### src/logic/imr_pkg.sv
// Shared constants, field layouts, opcodes and state types of the interval readout link.
// Notes on behaviour
// - Read opcode shifts result MSB first; SCK clears interrupt.
// - Uncalibrated result is 16-bit signed bin count.
// - Calibrated result is 32-bit signed reference periods.
// - Calculation overflow writes all ones.
// - One hit per selector write; host waits.
// - Init opcode needed before next measurement.
// - One start, one stop channel, three stops.
// - Fine from edges to reference tick; coarse between.
// - Coarse counter spans 2^14 divided periods.
// - Edges at least two divided periods apart.
// - Too short intervals are discarded, never wrong.
// - Start and stop have own inversion bits.
// - Inputs accepted only while enable high.
// - Config 0 bit 11 selects extended range.
// - Oscillator switch-on field: on, ceramic, quartz.
// - Predivider 1, 2 or 4 scales period.
// - Two periods not below 2.4 us overflow.
// - Divided reference must be 2 to 8 MHz; predivider 4 gives 1 MHz here.
// - Expected hits A is stops plus one; B zero.
// - Calibration measures one and two periods.
// - Calibrate by opcode or automatically after measurement.
// - Two selectors pick hits; coarse plus scaled fine.
// - Result sets interrupt and bumps load pointer.
package imr_pkg;
	localparam int CLK_MHZ = 100;
	localparam logic [7:0] OP_MASK = 8'hF8;
	localparam logic [7:0] OP_READ = 8'hB0;
	localparam logic [7:0] OP_WRITE = 8'h80;
	localparam logic [7:0] OP_INIT = 8'h70;
	localparam logic [7:0] OP_CAL = 8'h03;
	localparam logic [2:0] STATUS_ADR = 3'h4;
	localparam logic [2:0] CFG_HIT_ADR = 3'h1;
	localparam logic [2:0] CFG_LAST_ADR = 3'h2;
	localparam logic [5:0] BC_OP_LAST = 6'h07;
	localparam logic [5:0] BC_OP_BITS = 6'h08;
	localparam logic [5:0] BC_WR_LAST = 6'h27;
	localparam logic [5:0] BC_MAX = 6'h3F;
	localparam int F_START_INV = 0;
	localparam int F_STOP_INV = 1;
	localparam int F_EXT_RANGE = 11;
	localparam int F_NO_AUTO_CAL = 12;
	localparam int F_CALIBRATE = 13;
	localparam int F_OSC_LO = 18;
	localparam int F_DIV_LO = 20;
	localparam int F_HITS_A_LO = 16;
	localparam int F_HITS_B_LO = 19;
	localparam int F_SEL_M_LO = 24;
	localparam int F_SEL_S_LO = 28;
	localparam int F_ALU_IRQ_EN = 29;
	localparam logic [31:0] CFG_RST = 32'h0000_0000;
	localparam logic [31:0] ALL_ONES = 32'hFFFF_FFFF;
	localparam logic [3:0] SEL_START = 4'h1;
	localparam logic [3:0] SEL_STOP3 = 4'h4;
	localparam logic [3:0] SEL_OFF = 4'h5;
	localparam logic [3:0] SEL_ONE_PERIOD_CAL_COUNT = 4'h6;
	localparam logic [3:0] SEL_TWO_PERIOD_CAL_COUNT = 4'h7;
	localparam logic [2:0] HITS_MIN = 3'h2;
	localparam logic [2:0] HITS_MAX = 3'h4;
	localparam logic [1:0] OSC_ON = 2'h1;
	localparam logic [1:0] OSC_QUARTZ = 2'h3;
	localparam int COARSE_W = 14;
	localparam int FINE_W = 8;
	localparam int CAL_W = 9;
	localparam int FRAC_BITS = 16;
	localparam logic [COARSE_W-1:0] MIN_SPACING = 14'h0002;
	localparam logic [FINE_W-1:0] REF_BASE_CYC = 8'h19;
	localparam int CAL_LIMIT_NS = 2400;
	localparam int CAL_LIMIT_CYC = CAL_LIMIT_NS * CLK_MHZ / 1000;
	localparam int ALU_TIME_NS = 4600;
	localparam int ALU_CYC = (ALU_TIME_NS * CLK_MHZ + 999) / 1000;
	localparam int HIT_WAIT_NS = 4600;
	localparam int HIT_WAIT_CYC = (HIT_WAIT_NS * CLK_MHZ + 999) / 1000;
	localparam int SLOW_HZ = 32768;
	localparam int SLOW_DIV_CYC = CLK_MHZ * 1000000 / SLOW_HZ;
	localparam logic [5:0] WARM_CERAMIC = 6'h04;
	localparam logic [5:0] WARM_QUARTZ = 6'h20;
	localparam logic [3:0] SCK_HALF_CYC = 4'h8;
	localparam logic [11:0] A_CTRL = 12'h000;
	localparam logic [11:0] A_TX = 12'h004;
	localparam logic [11:0] A_RX = 12'h008;
	localparam logic [11:0] A_STAT = 12'h00C;
	localparam int C_LEN_LO = 8;
	localparam int C_GO = 31;
	typedef enum logic [2:0] {
		M_IDLE = 3'b000, M_ARMED = 3'b001, M_RUN = 3'b011,
		M_CAL = 3'b010, M_ALU = 3'b110, M_DONE = 3'b111
	} imr_meas_t;
	typedef enum logic [1:0] {
		H_IDLE = 2'b00, H_LEAD = 2'b01, H_SHIFT = 2'b11, H_GUARD = 2'b10
	} imr_host_t;
endpackage : imr_pkg

### src/logic/imr_link_if.sv
// Serial command link between host controller and measurement device.
`timescale 1ns/100ps
interface imr_link_if;
	logic sck;
	logic sel_n;
	logic mosi;
	logic miso;
	logic irq_out_n;
	modport host (output sck, output sel_n, output mosi, input miso, input irq_out_n);
	modport dev (input sck, input sel_n, input mosi, output miso, output irq_out_n);
endinterface : imr_link_if

### src/logic/imr_device.sv
// Device end: serial command port, extended-range interval measurement and result ALU.
//
// Our own choices: the APB interface to the registers and the register offsets.
`timescale 1ns/100ps
module imr_device import imr_pkg::*; (
	input logic clk, // System clock.
	input logic reset_n, // Asynchronous reset, active low.
	imr_link_if.dev link, // Serial port toward the host.
	input logic start_in, // Start pulse pin.
	input logic stop_in, // Stop pulse pin.
	input logic start_en, // Start enable pin, active high.
	input logic stop_en, // Stop enable pin, active high.
	output logic osc_power_on // Fast oscillator power request.
);
	localparam int NPIN = 7;
	localparam int P_SCK = 0;
	localparam int P_SEL = 1;
	localparam int P_MOSI = 2;
	localparam int P_START = 3;
	localparam int P_STOP = 4;
	localparam int P_START_EN = 5;
	localparam int P_STOP_EN = 6;
	logic [NPIN-1:0] pins, meta_r, sync_r, prev_r;
	logic sck_rise, sck_fall, lvl_start, lvl_stop, old_start, old_stop, start_ev, stop_ev;
	logic [31:0] cfg_r [0:2];
	logic [31:0] cfg_nxt [0:2];
	logic [5:0] bit_cnt_r, bit_cnt_nxt;
	logic [31:0] in_sr_r, in_sr_nxt, out_sr_r, out_sr_nxt, rd_word;
	logic [7:0] op_r, op_nxt, op_now;
	logic irq_r, irq_nxt, init_p, cal_p, hit_wr_p, alu_irq_p;
	logic [2:0] rd_idx;
	logic ext_mode, cal_en, no_auto, irq_en, osc_ok, tick, slow_tick, cfg_ok;
	logic [1:0] osc_sel, div_sel;
	logic [2:0] hits_a, hits_b;
	logic [3:0] sel_m, sel_s;
	logic [FINE_W-1:0] per, fine_now;
	imr_meas_t st_r, st_nxt;
	logic [FINE_W-1:0] div_r, div_nxt;
	logic [15:0] slow_r, slow_nxt;
	logic [5:0] warm_r, warm_nxt;
	logic [COARSE_W-1:0] coarse_r, coarse_nxt, last_r, last_nxt;
	logic [COARSE_W-1:0] hc_r [0:3];
	logic [COARSE_W-1:0] hc_nxt [0:3];
	logic [FINE_W-1:0] hf_r [0:3];
	logic [FINE_W-1:0] hf_nxt [0:3];
	logic [2:0] hits_r, hits_nxt, ptr_r, ptr_nxt;
	logic [CAL_W-1:0] one_period_cal_count_r, one_period_cal_count_nxt, two_period_cal_count_r, two_period_cal_count_nxt, ccnt_r, ccnt_nxt;
	logic [1:0] cph_r, cph_nxt;
	logic cal_alu_r, cal_alu_nxt;
	logic [8:0] alu_r, alu_nxt;
	logic [31:0] res_r [0:3];
	logic [31:0] res_nxt [0:3];

	// Synchronisers: every pin passes two flops, edges are taken from the second.
	assign pins = {stop_en, start_en, stop_in, start_in, link.mosi, link.sel_n, link.sck};
	always_ff @(posedge clk or negedge reset_n) begin
		if (!reset_n) begin
			meta_r <= '1;
			sync_r <= '1;
			prev_r <= '1;
		end else begin
			meta_r <= pins;
			sync_r <= meta_r;
			prev_r <= sync_r;
		end
	end
	assign sck_rise = sync_r[P_SCK] & ~prev_r[P_SCK];
	assign sck_fall = ~sync_r[P_SCK] & prev_r[P_SCK];
	assign lvl_start = sync_r[P_START] ^ cfg_r[0][F_START_INV];
	assign lvl_stop = sync_r[P_STOP] ^ cfg_r[0][F_STOP_INV];
	assign old_start = prev_r[P_START] ^ cfg_r[0][F_START_INV];
	assign old_stop = prev_r[P_STOP] ^ cfg_r[0][F_STOP_INV];
	assign start_ev = lvl_start & ~old_start & sync_r[P_START_EN];
	assign stop_ev = lvl_stop & ~old_stop & sync_r[P_STOP_EN];

	assign ext_mode = cfg_r[0][F_EXT_RANGE];
	assign no_auto = cfg_r[0][F_NO_AUTO_CAL];
	assign cal_en = cfg_r[0][F_CALIBRATE];
	assign osc_sel = cfg_r[0][F_OSC_LO +: 2];
	assign div_sel = (cfg_r[0][F_DIV_LO +: 2] == 2'h3) ? 2'h2 : cfg_r[0][F_DIV_LO +: 2];
	assign hits_a = cfg_r[1][F_HITS_A_LO +: 3];
	assign hits_b = cfg_r[1][F_HITS_B_LO +: 3];
	assign sel_m = cfg_r[1][F_SEL_M_LO +: 4];
	assign sel_s = cfg_r[1][F_SEL_S_LO +: 4];
	assign irq_en = cfg_r[2][F_ALU_IRQ_EN];
	// A start plus one to three stops on channel A only.
	assign cfg_ok = ext_mode && hits_b == 3'h0 && hits_a >= HITS_MIN && hits_a <= HITS_MAX;
	assign per = REF_BASE_CYC << div_sel;
	assign fine_now = per - div_r;
	assign slow_tick = slow_r == 16'(SLOW_DIV_CYC - 1);
	// Switch-on 2 and 3 power the oscillator only while the sequencer is outside M_IDLE and M_DONE.
	assign osc_ok = osc_sel == OSC_ON || (osc_sel[1] && warm_r >= (osc_sel == OSC_QUARTZ ? WARM_QUARTZ : WARM_CERAMIC));
	assign osc_power_on = osc_sel == OSC_ON || (osc_sel[1] && st_r != M_IDLE && st_r != M_DONE);
	assign tick = osc_ok && div_r == per - 8'h01;

	// Serial command port.
	assign op_now = {in_sr_r[6:0], sync_r[P_MOSI]};
	assign rd_idx = op_now[2:0];
	always_comb begin
		if (rd_idx == STATUS_ADR) begin
			rd_word = {7'h00, st_r, hits_r, ptr_r, 16'h0000};
		end else if (rd_idx < STATUS_ADR) begin
			rd_word = cal_en ? res_r[rd_idx[1:0]] : {res_r[rd_idx[1:0]][15:0], 16'h0000};
		end else begin
			rd_word = '0;
		end
	end
	always_comb begin
		bit_cnt_nxt = bit_cnt_r;
		in_sr_nxt = in_sr_r;
		out_sr_nxt = out_sr_r;
		op_nxt = op_r;
		cfg_nxt = cfg_r;
		irq_nxt = irq_r;
		init_p = 1'b0;
		cal_p = 1'b0;
		hit_wr_p = 1'b0;
		if (sck_rise) begin
			irq_nxt = 1'b0;
		end
		if (alu_irq_p) begin
			irq_nxt = 1'b1;
		end
		if (sync_r[P_SEL]) begin
			bit_cnt_nxt = '0;
		end else if (sck_rise) begin
			in_sr_nxt = {in_sr_r[30:0], sync_r[P_MOSI]};
			if (bit_cnt_r != BC_MAX) begin
				bit_cnt_nxt = bit_cnt_r + 6'h01;
			end
			if (bit_cnt_r == BC_OP_LAST) begin
				op_nxt = op_now;
				init_p = op_now == OP_INIT;
				cal_p = op_now == OP_CAL;
				if ((op_now & OP_MASK) == OP_READ) begin
					out_sr_nxt = rd_word;
				end
			end
			if (bit_cnt_r == BC_WR_LAST && (op_r & OP_MASK) == OP_WRITE && op_r[2:0] <= CFG_LAST_ADR) begin
				cfg_nxt[op_r[1:0]] = {in_sr_r[30:0], sync_r[P_MOSI]};
				hit_wr_p = op_r[2:0] == CFG_HIT_ADR;
			end
		end else if (sck_fall && bit_cnt_r > BC_OP_BITS) begin
			out_sr_nxt = {out_sr_r[30:0], 1'b0};
		end
	end
	always_ff @(posedge clk or negedge reset_n) begin
		if (!reset_n) begin
			bit_cnt_r <= '0;
			in_sr_r <= '0;
			out_sr_r <= '0;
			op_r <= '0;
			cfg_r <= '{default: CFG_RST};
			irq_r <= 1'b0;
		end else begin
			bit_cnt_r <= bit_cnt_nxt;
			in_sr_r <= in_sr_nxt;
			out_sr_r <= out_sr_nxt;
			op_r <= op_nxt;
			cfg_r <= cfg_nxt;
			irq_r <= irq_nxt;
		end
	end
	assign link.miso = out_sr_r[31];
	assign link.irq_out_n = ~irq_r;

	// ALU: one selected hit pair per run.
	function automatic logic [31:0] alu_calc(input logic [3:0] sm, input logic [3:0] ss);
		logic [1:0] a;
		logic [1:0] b;
		logic signed [15:0] dc;
		logic signed [15:0] df;
		logic signed [15:0] unc;
		logic signed [47:0] q;
		logic [CAL_W-1:0] grad;
		a = 2'(sm - SEL_START);
		b = 2'(ss - SEL_START);
		dc = $signed({2'b00, hc_r[a]}) - $signed({2'b00, hc_r[b]});
		df = $signed({8'h00, hf_r[b]}) - $signed({8'h00, hf_r[a]});
		unc = 16'(dc * $signed({8'h00, per}) + df);
		grad = two_period_cal_count_r - one_period_cal_count_r;
		q = (48'(df) <<< FRAC_BITS) / $signed({39'h0, grad});
		if (sm == SEL_ONE_PERIOD_CAL_COUNT) begin
			alu_calc = {23'h0, one_period_cal_count_r};
		end else if (sm == SEL_TWO_PERIOD_CAL_COUNT) begin
			alu_calc = {23'h0, two_period_cal_count_r};
		end else if (sm < SEL_START || sm > SEL_STOP3 || ss < SEL_START || ss > SEL_STOP3 || {1'b0, a} >= hits_r || {1'b0, b} >= hits_r) begin
			alu_calc = ALL_ONES;
		end else if (!cal_en) begin
			alu_calc = {{16{unc[15]}}, unc};
		end else if (two_period_cal_count_r >= CAL_W'(CAL_LIMIT_CYC) || two_period_cal_count_r <= one_period_cal_count_r) begin
			alu_calc = ALL_ONES;
		end else begin
			alu_calc = 32'((48'(dc) <<< FRAC_BITS) + q);
		end
	endfunction : alu_calc

	// Measurement sequencer.
	always_comb begin
		st_nxt = st_r;
		div_nxt = (!osc_ok || tick) ? '0 : div_r + 8'h01;
		slow_nxt = slow_tick ? '0 : slow_r + 16'h0001;
		warm_nxt = warm_r;
		coarse_nxt = coarse_r;
		last_nxt = last_r;
		hc_nxt = hc_r;
		hf_nxt = hf_r;
		hits_nxt = hits_r;
		ptr_nxt = ptr_r;
		one_period_cal_count_nxt = one_period_cal_count_r;
		two_period_cal_count_nxt = two_period_cal_count_r;
		ccnt_nxt = ccnt_r;
		cph_nxt = cph_r;
		cal_alu_nxt = cal_alu_r;
		alu_nxt = alu_r;
		res_nxt = res_r;
		alu_irq_p = 1'b0;
		if (st_r == M_IDLE || st_r == M_DONE) begin
			warm_nxt = '0;
		end else if (slow_tick && warm_r != '1) begin
			warm_nxt = warm_r + 6'h01;
		end
		case (st_r)
			M_ARMED: begin
				if (start_ev && osc_ok) begin
					hc_nxt[0] = '0;
					hf_nxt[0] = fine_now;
					hits_nxt = 3'h1;
					// A tick in the start cycle is already inside the interval, so it counts.
					coarse_nxt = tick ? 14'h0001 : '0;
					last_nxt = '0;
					st_nxt = M_RUN;
				end
			end
			M_RUN: begin
				if (tick) begin
					coarse_nxt = coarse_r + 14'h0001;
				end
				if (stop_ev && hits_r < hits_a && coarse_r - last_r >= MIN_SPACING) begin
					hc_nxt[hits_r[1:0]] = coarse_r;
					hf_nxt[hits_r[1:0]] = fine_now;
					hits_nxt = hits_r + 3'h1;
					last_nxt = coarse_r;
				end
				// Timeout at the end of the coarse span also ends the run.
				if (hits_nxt == hits_a || (tick && coarse_r == '1)) begin
					cal_alu_nxt = 1'b1;
					cph_nxt = '0;
					st_nxt = (cal_en && !no_auto) ? M_CAL : M_ALU;
				end
			end
			M_CAL: begin
				ccnt_nxt = (ccnt_r == '1) ? ccnt_r : ccnt_r + 9'h001;
				if (tick) begin
					cph_nxt = cph_r + 2'h1;
					if (cph_r == 2'h0) begin
						ccnt_nxt = '0;
					end else if (cph_r == 2'h1) begin
						one_period_cal_count_nxt = ccnt_nxt;
					end else begin
						two_period_cal_count_nxt = ccnt_nxt;
						st_nxt = cal_alu_r ? M_ALU : M_IDLE;
					end
				end
			end
			M_ALU: begin
				alu_nxt = alu_r + 9'h001;
				if (alu_r == 9'(ALU_CYC - 1)) begin
					alu_nxt = '0;
					st_nxt = M_DONE;
					if (!(sel_m == SEL_OFF && sel_s == SEL_OFF)) begin
						if (ptr_r < HITS_MAX) begin
							res_nxt[ptr_r[1:0]] = alu_calc(sel_m, sel_s);
						end
						ptr_nxt = ptr_r + 3'h1;
						alu_irq_p = irq_en;
					end
				end
			end
			M_DONE: begin
				if (hit_wr_p) begin
					st_nxt = M_ALU;
				end
			end
			M_IDLE: begin
			end
			default: begin
				st_nxt = M_IDLE;
			end
		endcase
		if (cal_p && (st_r == M_IDLE || st_r == M_DONE)) begin
			cal_alu_nxt = 1'b0;
			cph_nxt = '0;
			st_nxt = M_CAL;
		end
		if (init_p) begin
			ptr_nxt = '0;
			hits_nxt = '0;
			alu_nxt = '0;
			st_nxt = cfg_ok ? M_ARMED : M_IDLE;
		end
	end
	always_ff @(posedge clk or negedge reset_n) begin
		if (!reset_n) begin
			st_r <= M_IDLE;
			div_r <= '0;
			slow_r <= '0;
			warm_r <= '0;
			coarse_r <= '0;
			last_r <= '0;
			hc_r <= '{default: '0};
			hf_r <= '{default: '0};
			hits_r <= '0;
			ptr_r <= '0;
			one_period_cal_count_r <= '0;
			two_period_cal_count_r <= '0;
			ccnt_r <= '0;
			cph_r <= '0;
			cal_alu_r <= 1'b0;
			alu_r <= '0;
			res_r <= '{default: '0};
		end else begin
			st_r <= st_nxt;
			div_r <= div_nxt;
			slow_r <= slow_nxt;
			warm_r <= warm_nxt;
			coarse_r <= coarse_nxt;
			last_r <= last_nxt;
			hc_r <= hc_nxt;
			hf_r <= hf_nxt;
			hits_r <= hits_nxt;
			ptr_r <= ptr_nxt;
			one_period_cal_count_r <= one_period_cal_count_nxt;
			two_period_cal_count_r <= two_period_cal_count_nxt;
			ccnt_r <= ccnt_nxt;
			cph_r <= cph_nxt;
			cal_alu_r <= cal_alu_nxt;
			alu_r <= alu_nxt;
			res_r <= res_nxt;
		end
	end
endmodule : imr_device

### src/flat_wrapper.sv
// flat-port wrapper written by rule: the top's interface ports become plain ports
module imr_device_flat import imr_pkg::*;
  (clk, reset_n, start_in, stop_in, start_en, stop_en, osc_power_on, link_sck, link_sel_n, link_mosi, link_miso, link_irq_out_n);
  imr_link_if link_i ();
  input logic clk;
  input logic reset_n;
  input logic start_in;
  input logic stop_in;
  input logic start_en;
  input logic stop_en;
  output logic osc_power_on;
  input wire logic [$bits(link_i.sck)-1:0] link_sck;
  input wire logic [$bits(link_i.sel_n)-1:0] link_sel_n;
  input wire logic [$bits(link_i.mosi)-1:0] link_mosi;
  output wire logic [$bits(link_i.miso)-1:0] link_miso;
  output wire logic [$bits(link_i.irq_out_n)-1:0] link_irq_out_n;
  assign link_i.sck = link_sck;
  assign link_i.sel_n = link_sel_n;
  assign link_i.mosi = link_mosi;
  assign link_miso = link_i.miso;
  assign link_irq_out_n = link_i.irq_out_n;
  imr_device u_core (.clk(clk), .reset_n(reset_n), .link(link_i), .start_in(start_in), .stop_in(stop_in), .start_en(start_en), .stop_en(stop_en), .osc_power_on(osc_power_on));
endmodule
### config.mk
export PLATFORM = sky130hd
export DESIGN_NAME = imr_device_flat
export DESIGN_NICKNAME = d
export VERILOG_FILES = /design/src/logic/imr_pkg.sv /design/src/logic/imr_link_if.sv /design/src/logic/imr_device.sv /design/src/flat_wrapper.sv
export SDC_FILE = /design/constraint.sdc
export NUM_CORES = 2
export LEC_CHECK = 0
export ABC_CLOCK_PERIOD_IN_PS = 340000
export BUFFER_PORTS_ARGS = -buffer_cell sky130_fd_sc_hd__buf_2
export CORE_MARGIN = 3
export CORE_UTILIZATION = 60
export CTS_CLUSTER_DIAMETER = 80
export DETAILED_ROUTE_END_ITERATION = 16
export PLACE_DENSITY = 0.76
export RECOVER_POWER = 100
export SETUP_SLACK_MARGIN = 0.1
export SLEW_MARGIN = 20
export SYNTH_ARGS = -nofsm -noshare
export SYNTH_HDL_FRONTEND = slang
export SYNTH_SLANG_ARGS = --single-unit
### constraint.sdc
create_clock -name clk -period 340 [get_ports clk]
set_clock_uncertainty 0.1 [all_clocks]
set_input_delay 85 -clock clk [delete_from_list [all_inputs] [get_ports clk]]
set_output_delay 85 -clock clk [all_outputs]
set_load 0.005 [all_outputs]
-- Word-level counts from Yosys, hierarchy flattened
Cells that the tools add are included.
- word-level logic and storage cells: 337
- output and inout port bits: 3
- bits of input ports: 9
- flip-flop bits (word level): 515
- div/mod/pow operators: 1
- bitwise gates (word level): 25
- add/sub/neg operators: 20
- mux-type cells: 113
- order comparisons: 26
- eq/ne operators: 47
- reductions and logical operators: 66
- shifts and indexed selects: 1
- multiply operators: 1
- operator list (kind ; number):
    32-bit 2-to-1 mux ; 21
    128-bit bitwise mux ; 1
    32-bit demux with 2-bit select ; 2
    14-bit 2-to-1 mux ; 9
    96-bit bitwise mux ; 1
    14-bit one-hot mux with 2 select lines ; 3
    32-bit binary-select mux with 2-bit select ; 1
    3-bit 2-to-1 mux ; 19
    14-bit binary-select mux with 2-bit select ; 2
    56-bit bitwise mux ; 1
    56-bit 2-to-1 mux ; 1
    8-bit 2-to-1 mux ; 7
    9-bit 2-to-1 mux ; 6
    48-bit by 10-bit divider with 48-bit output ; 1
    6-bit 2-to-1 mux ; 6
    31-bit by 32-bit adder with 32-bit output ; 1
    8-bit binary-select mux with 2-bit select ; 2
    32-bit bitwise mux ; 1
    14-bit demux with 2-bit select ; 1
    1-bit logical AND ; 21
    2-bit nonzero test ; 10
    1-bit 2-to-1 mux ; 19
    9-bit by 1-bit adder with 9-bit output, second input constant ; 2
    9-bit equality test, second input constant ; 2
    other kinds (75) ; 160

-- Depth between registers and ports, before layout
- word-level depth: 18
- mapped depth: 805
- gate-level depth less buffers: 726

-- Least setup slack after synthesis
No wires, ideal clock.
- path kind: flip-flop to flip-flop
- start: reg u_core.two_period_cal_count_r[0]
- end: reg u_core.res_r[127] in the netlist's numbering
- required time: 339.822 ns
- setup slack: 197.149 ns
- cell stages (with the launch flop): 772
- period minus slack after synthesis: 142.851 ns
- arrival: 142.673 ns
- path buffers: 82
- library setup time: 0.078 ns
- cell sequence: dfrtp_1 -> inv_1 -> ha_1 -> inv_1 -> fa_1 -> a21o_1 -> a41o_1 -> o21ai_1 -> nor2b_1 -> nand3_2 -> a21oi_1 -> ha_1 -> or3_1 -> o221a_2 -> a21oi_1 -> nor3_1 -> a31oi_1 -> nor2_1 -> [... 736 more ...] -> o21bai_1 -> a21oi_1 -> o21bai_1 -> a21oi_1 -> o21bai_1 -> a21oi_1 -> o21bai_1 -> a21oi_1 -> o21bai_1 -> a21oi_1 -> o21bai_1 -> a21oi_1 -> xnor2_1 -> xnor2_1 -> xnor2_1 -> o21ai_1 -> and2_1 -> o21ai_1
- cells in the longest elaborated chain, start to end: 13
- elaborated cells on any way between the ends: 16
- those cells by class: add/sub (2); div (1); order compare (2); mux (10); reduce/logical (1)
- ends and longest elaborated chain (item ; RTL line ; text):
    from (decl) ; imr_device.sv:47 ; logic [CAL_W-1:0] one_period_cal_count_r, one_period_cal_count_nxt, two_period_cal_count_r, two_period_cal_cou ...
    from (signal assigned) ; imr_device.sv:334 ; two_period_cal_count_r <= two_period_cal_count_nxt;
    9-bit subtractor ; imr_device.sv:181 ; grad = two_period_cal_count_r - one_period_cal_count_r;
    48-bit by 10-bit divider with 48-bit output ; imr_device.sv:182 ; q = (48'(df) <<< FRAC_BITS) / $signed({39'h0, grad});
    31-bit by 32-bit adder with 32-bit output ; imr_device.sv:194 ; alu_calc = 32'((48'(dc) <<< FRAC_BITS) + q);
    32-bit 2-to-1 mux (*) ; imr_device.sv:191 ; end else if (two_period_cal_count_r >= CAL_W'(CAL_LIMIT_CYC) || two_period_cal_count_r <= one_period_cal_count ...
    32-bit 2-to-1 mux (*) ; imr_device.sv:189 ; end else if (!cal_en) begin
    32-bit 2-to-1 mux (*) ; imr_device.sv:187 ; end else if (sm < SEL_START || sm > SEL_STOP3 || ss < SEL_START || ss > SEL_STOP3 || {1'b0, a} >= hits_r || {1 ...
    32-bit 2-to-1 mux (*) ; imr_device.sv:185 ; end else if (sm == SEL_TWO_PERIOD_CAL_COUNT) begin
    32-bit 2-to-1 mux (*) ; imr_device.sv:183 ; if (sm == SEL_ONE_PERIOD_CAL_COUNT) begin
    32-bit 2-to-1 mux (*) ; imr_device.sv:272 ; if (ptr_r < HITS_MAX) begin
    32-bit 2-to-1 mux (*) ; imr_device.sv:271 ; if (!(sel_m == SEL_OFF && sel_s == SEL_OFF)) begin
    32-bit 2-to-1 mux (*) ; imr_device.sv:268 ; if (alu_r == 9'(ALU_CYC - 1)) begin
    32-bit 2-to-1 mux (*) ; imr_device.sv:223 ; case (st_r)
    128-bit bitwise mux (*) ; imr_device.sv:273 ; res_nxt[ptr_r[1:0]] = alu_calc(sel_m, sel_s);
    to (signal assigned) ; imr_device.sv:339 ; res_r <= res_nxt;
    to (decl) ; imr_device.sv:51 ; logic [31:0] res_r [0:3];
Mark *: on every way between the ends. The rest lies on a longest branch, timed or not. The select of a mux whose other input is x is not followed.
A chain may end at the register's enable or synchronous reset.

==> flow_summary.ini <==
[timing]
fin_crit_ns = 183.30
setup_ws_ns = 156.70
max-slew-margin-rel_pct = -532
fmax_mhz = 5.46
setup_tns_ns = 0
hold_violations = 0
post-route-period-util_pct = 53.9
tightestPinTransition_ns = 9.48
rsz0062_at_grt = no
drv_slew = 785
hold_slack_ns = 0.261
finalSetupViolations = 0

[clocking]
cts_sinks = 441
cts.repair.resized = 0
clk_latency_ns = 0.60
clkTransAtPathRegs_ns = 0.07
hold_buffers = 0
post_cts.repair.setup_buffers = 0
cts-htree-levels = 2
cts_tree = yes
cts_buffers = 40
cts_root_buf = clkbuf_16
cts.path.max_buffers = 3

[route]
drcViolationCount = 0
dr_total_vias = 75200
viasPerCell = 6.79
ant_nets = 0
wl_per_cell_um = 21.2
drtIter0Drc = 7491
wl_um = 235000
drtPass1Iterations = 9

[critical_path]
crit_fanout = 189
crit_buf_inv = 2
cp_top_family = buffers and inverters
startpoint = reset_n
cp.depth = 2
crit_path_end = u_core.cal_en
critPathKind = in -> async
critPathLaunchType = input port
ff2ff_path_depth = 695
crit_path_top_delay_cell = clkbuf_1
crit_required_ns = 337.44
cp_common_cell = clkbuf_1
reg2reg_to = u_core.res_r[31]
cp_data_arrival_time_ns = 95.80
worstSetupEndpointType = asynchronous set/reset pin
reg2reg_from = u_core.two_period_cal_count_r[0]
cp_slowest_stage_delay_ns = 6.93
r2r_setup_slack_ns = 156.70
crit_chain = clkbuf_1, clkbuf_1

[logic_synthesis]
ys_ff_latch = 441
async_flop_share_pct = 100
synth_top_family_by_area = simple AND/OR/NAND/NOR gates
synth_edf_count = 0
synth_ff_type = dfrtp_1
ys_seq_area_share_pct = 15.0
synth.cell_area_mm2 = 0.0739
syn_inst = 9612
yosysTopAreaCellShare_pct = 14.4
synth_cell_type_count = 169
synth-adder-area-share_pct = 11.0
synth-compound-area-share_pct = 25.6
yosys.area_share.xor_xnor_pct = 8.81
synth_mux_area_share_pct = 6.96
ys_warn_count = 0
yosys.area_share.simple_pct = 27.5
syn_avg_cell_area_um2 = 7.69
ys_top_cells_by_area = dfrtp_1 14%, ha_1 8.9%, xnor2_1 5.6%
yosys.area.top_type = dfrtp_1

[final_layout]
fin_cells = 11100
synthToLayoutAreaGrowth_pct = 2.56
num-fill-cells = 11100
fin_nets = 10000
drive_gt1_share_pct = 7.95

[grt]
grt-ovfl-total = 0
antenna_found_initial = 2
grt_first_pass_wirelength_um = 375000
grt_max_degree = 190
grt_pass1_vias = 70800
grtUsageTotal_pct = 35.4

[floorplan]
die_x_um = 357
core_region_area_mm2 = 0.122
start_util_pct = 60.5
io-pin-count = 12
rows = 128
die_h_um = 357
dieArea_mm2 = 0.127

[outcome]
violations = capacitance limit, slew limit
outcome = complete, but fails checks

[placed_design]
portBuffers = 11
gp_congestion = 1.01
dp_slack_ns = 178.06
dpl.hpwl_um = 185000
dp.cells = 11000

[job]
cap_violations = 18

[worst_hold_path]
hp-class = reg -> reg
## sequential cells by signal, indices dropped and copies added, names as in the netlist, 6 cells and up
register	count
u_core.alu_r	9
u_core.bit_cnt_r	6
u_core.ccnt_r	9
u_core.cfg_r	23
u_core.coarse_r	14
u_core.div_r	8
u_core.hc_r	56
u_core.hf_r	32
u_core.in_sr_r	31
u_core.last_r	14
u_core.meta_r	7
u_core.one_period_cal_count_r	9
u_core.op_r	8
u_core.out_sr_r	32
u_core.res_r	128
u_core.slow_r	16
u_core.sync_r	7
u_core.two_period_cal_count_r	9
u_core.warm_r	6
## kinds of logic (layout without fill, tap and decap cells)
family | count (synthesis) | after routing
AND/OR/NAND/NOR | 3863 | 3863
XOR/XNOR | 734 | 734
multiplexers | 387 | 387
other | 1 | 32
flip-flops | 441 | 441
adder cells (fa/ha/maj) | 604 | 604
AO/OA/AOI/OAI | 2769 | 2769
buffers and inverters | 813 | 627
## synth_stat cells (228+ instances only)
cell type,number
nand3_1,314
inv_1,424
mux2_2,228
nor3_1,395
ha_1,525
nand2_1,869
xor2_1,249
xnor2_1,474
a21oi_1,652
nor2_1,886
dfrtp_1,424
o21a_1,240
o21ai_0,440
## worst min-delay path by stage
stage | startpoint | to | slack, ns | cells after the start
after floorplan | u_core.meta_r[0] | u_core.sync_r[0] | 0.25 | 0
after global placement | u_core.meta_r[3] | u_core.sync_r[3] | 0.25 | 0
after detailed placement | u_core.meta_r[2] | u_core.sync_r[2] | 0.25 | 0
after CTS | u_core.meta_r[0] | u_core.sync_r[0] | 0.26 | 0
after global routing | u_core.meta_r[6] | u_core.sync_r[6] | 0.26 | 0
final | u_core.meta_r[2] | u_core.sync_r[2] | 0.26 | 0
## stage by stage
stage | area [µm²] | utilization [%]
6_report | 75800 | 62.1
5_1_grt | 75800 | 62.1
4_1_cts | 76100 | 62.4
3_5_place_dp | 74800 | 61.3
3_3_place_gp | 74800 | 61.3
2_1_floorplan | 74000 | -
## final cells by class
type,instances,area (µm²),share of cell area (%)
Inverter,429,1610,2.13
Antenna cell,1,2.50,0.00330
Tap cell,1625,2030,2.68
Clock buffer,52,1070,1.41
Clock inverter,21,292,0.385
Sequential cell,441,11100,14.6
Multi-Input combinational cell,8388,58900,77.7
Timing Repair Buffer,125,801,1.06
## layer usage
layer  routed length, µm  share of wire [%]  global-route usage (%)
met4                9990                4.2                    14.1
met5                   0                  0                       0
met1               98600                 42                    46.9
met2              110000                 47                    59.3
met3               17000                7.2                    3.59
## cells in the final DEF, fill, tap and decap left out, types with 315 or more instances in the layout
master	instances
dfrtp_1	422
inv_1	423
nand2_1	867
o21ai_0	448
nor2_1	887
xnor2_1	473
nor3_1	400
a21oi_1	654
nand3_1	315
ha_1	525
Power is not shown: default switching activity piles up to over one toggle a cycle in this logic, so the estimate is an artifact.
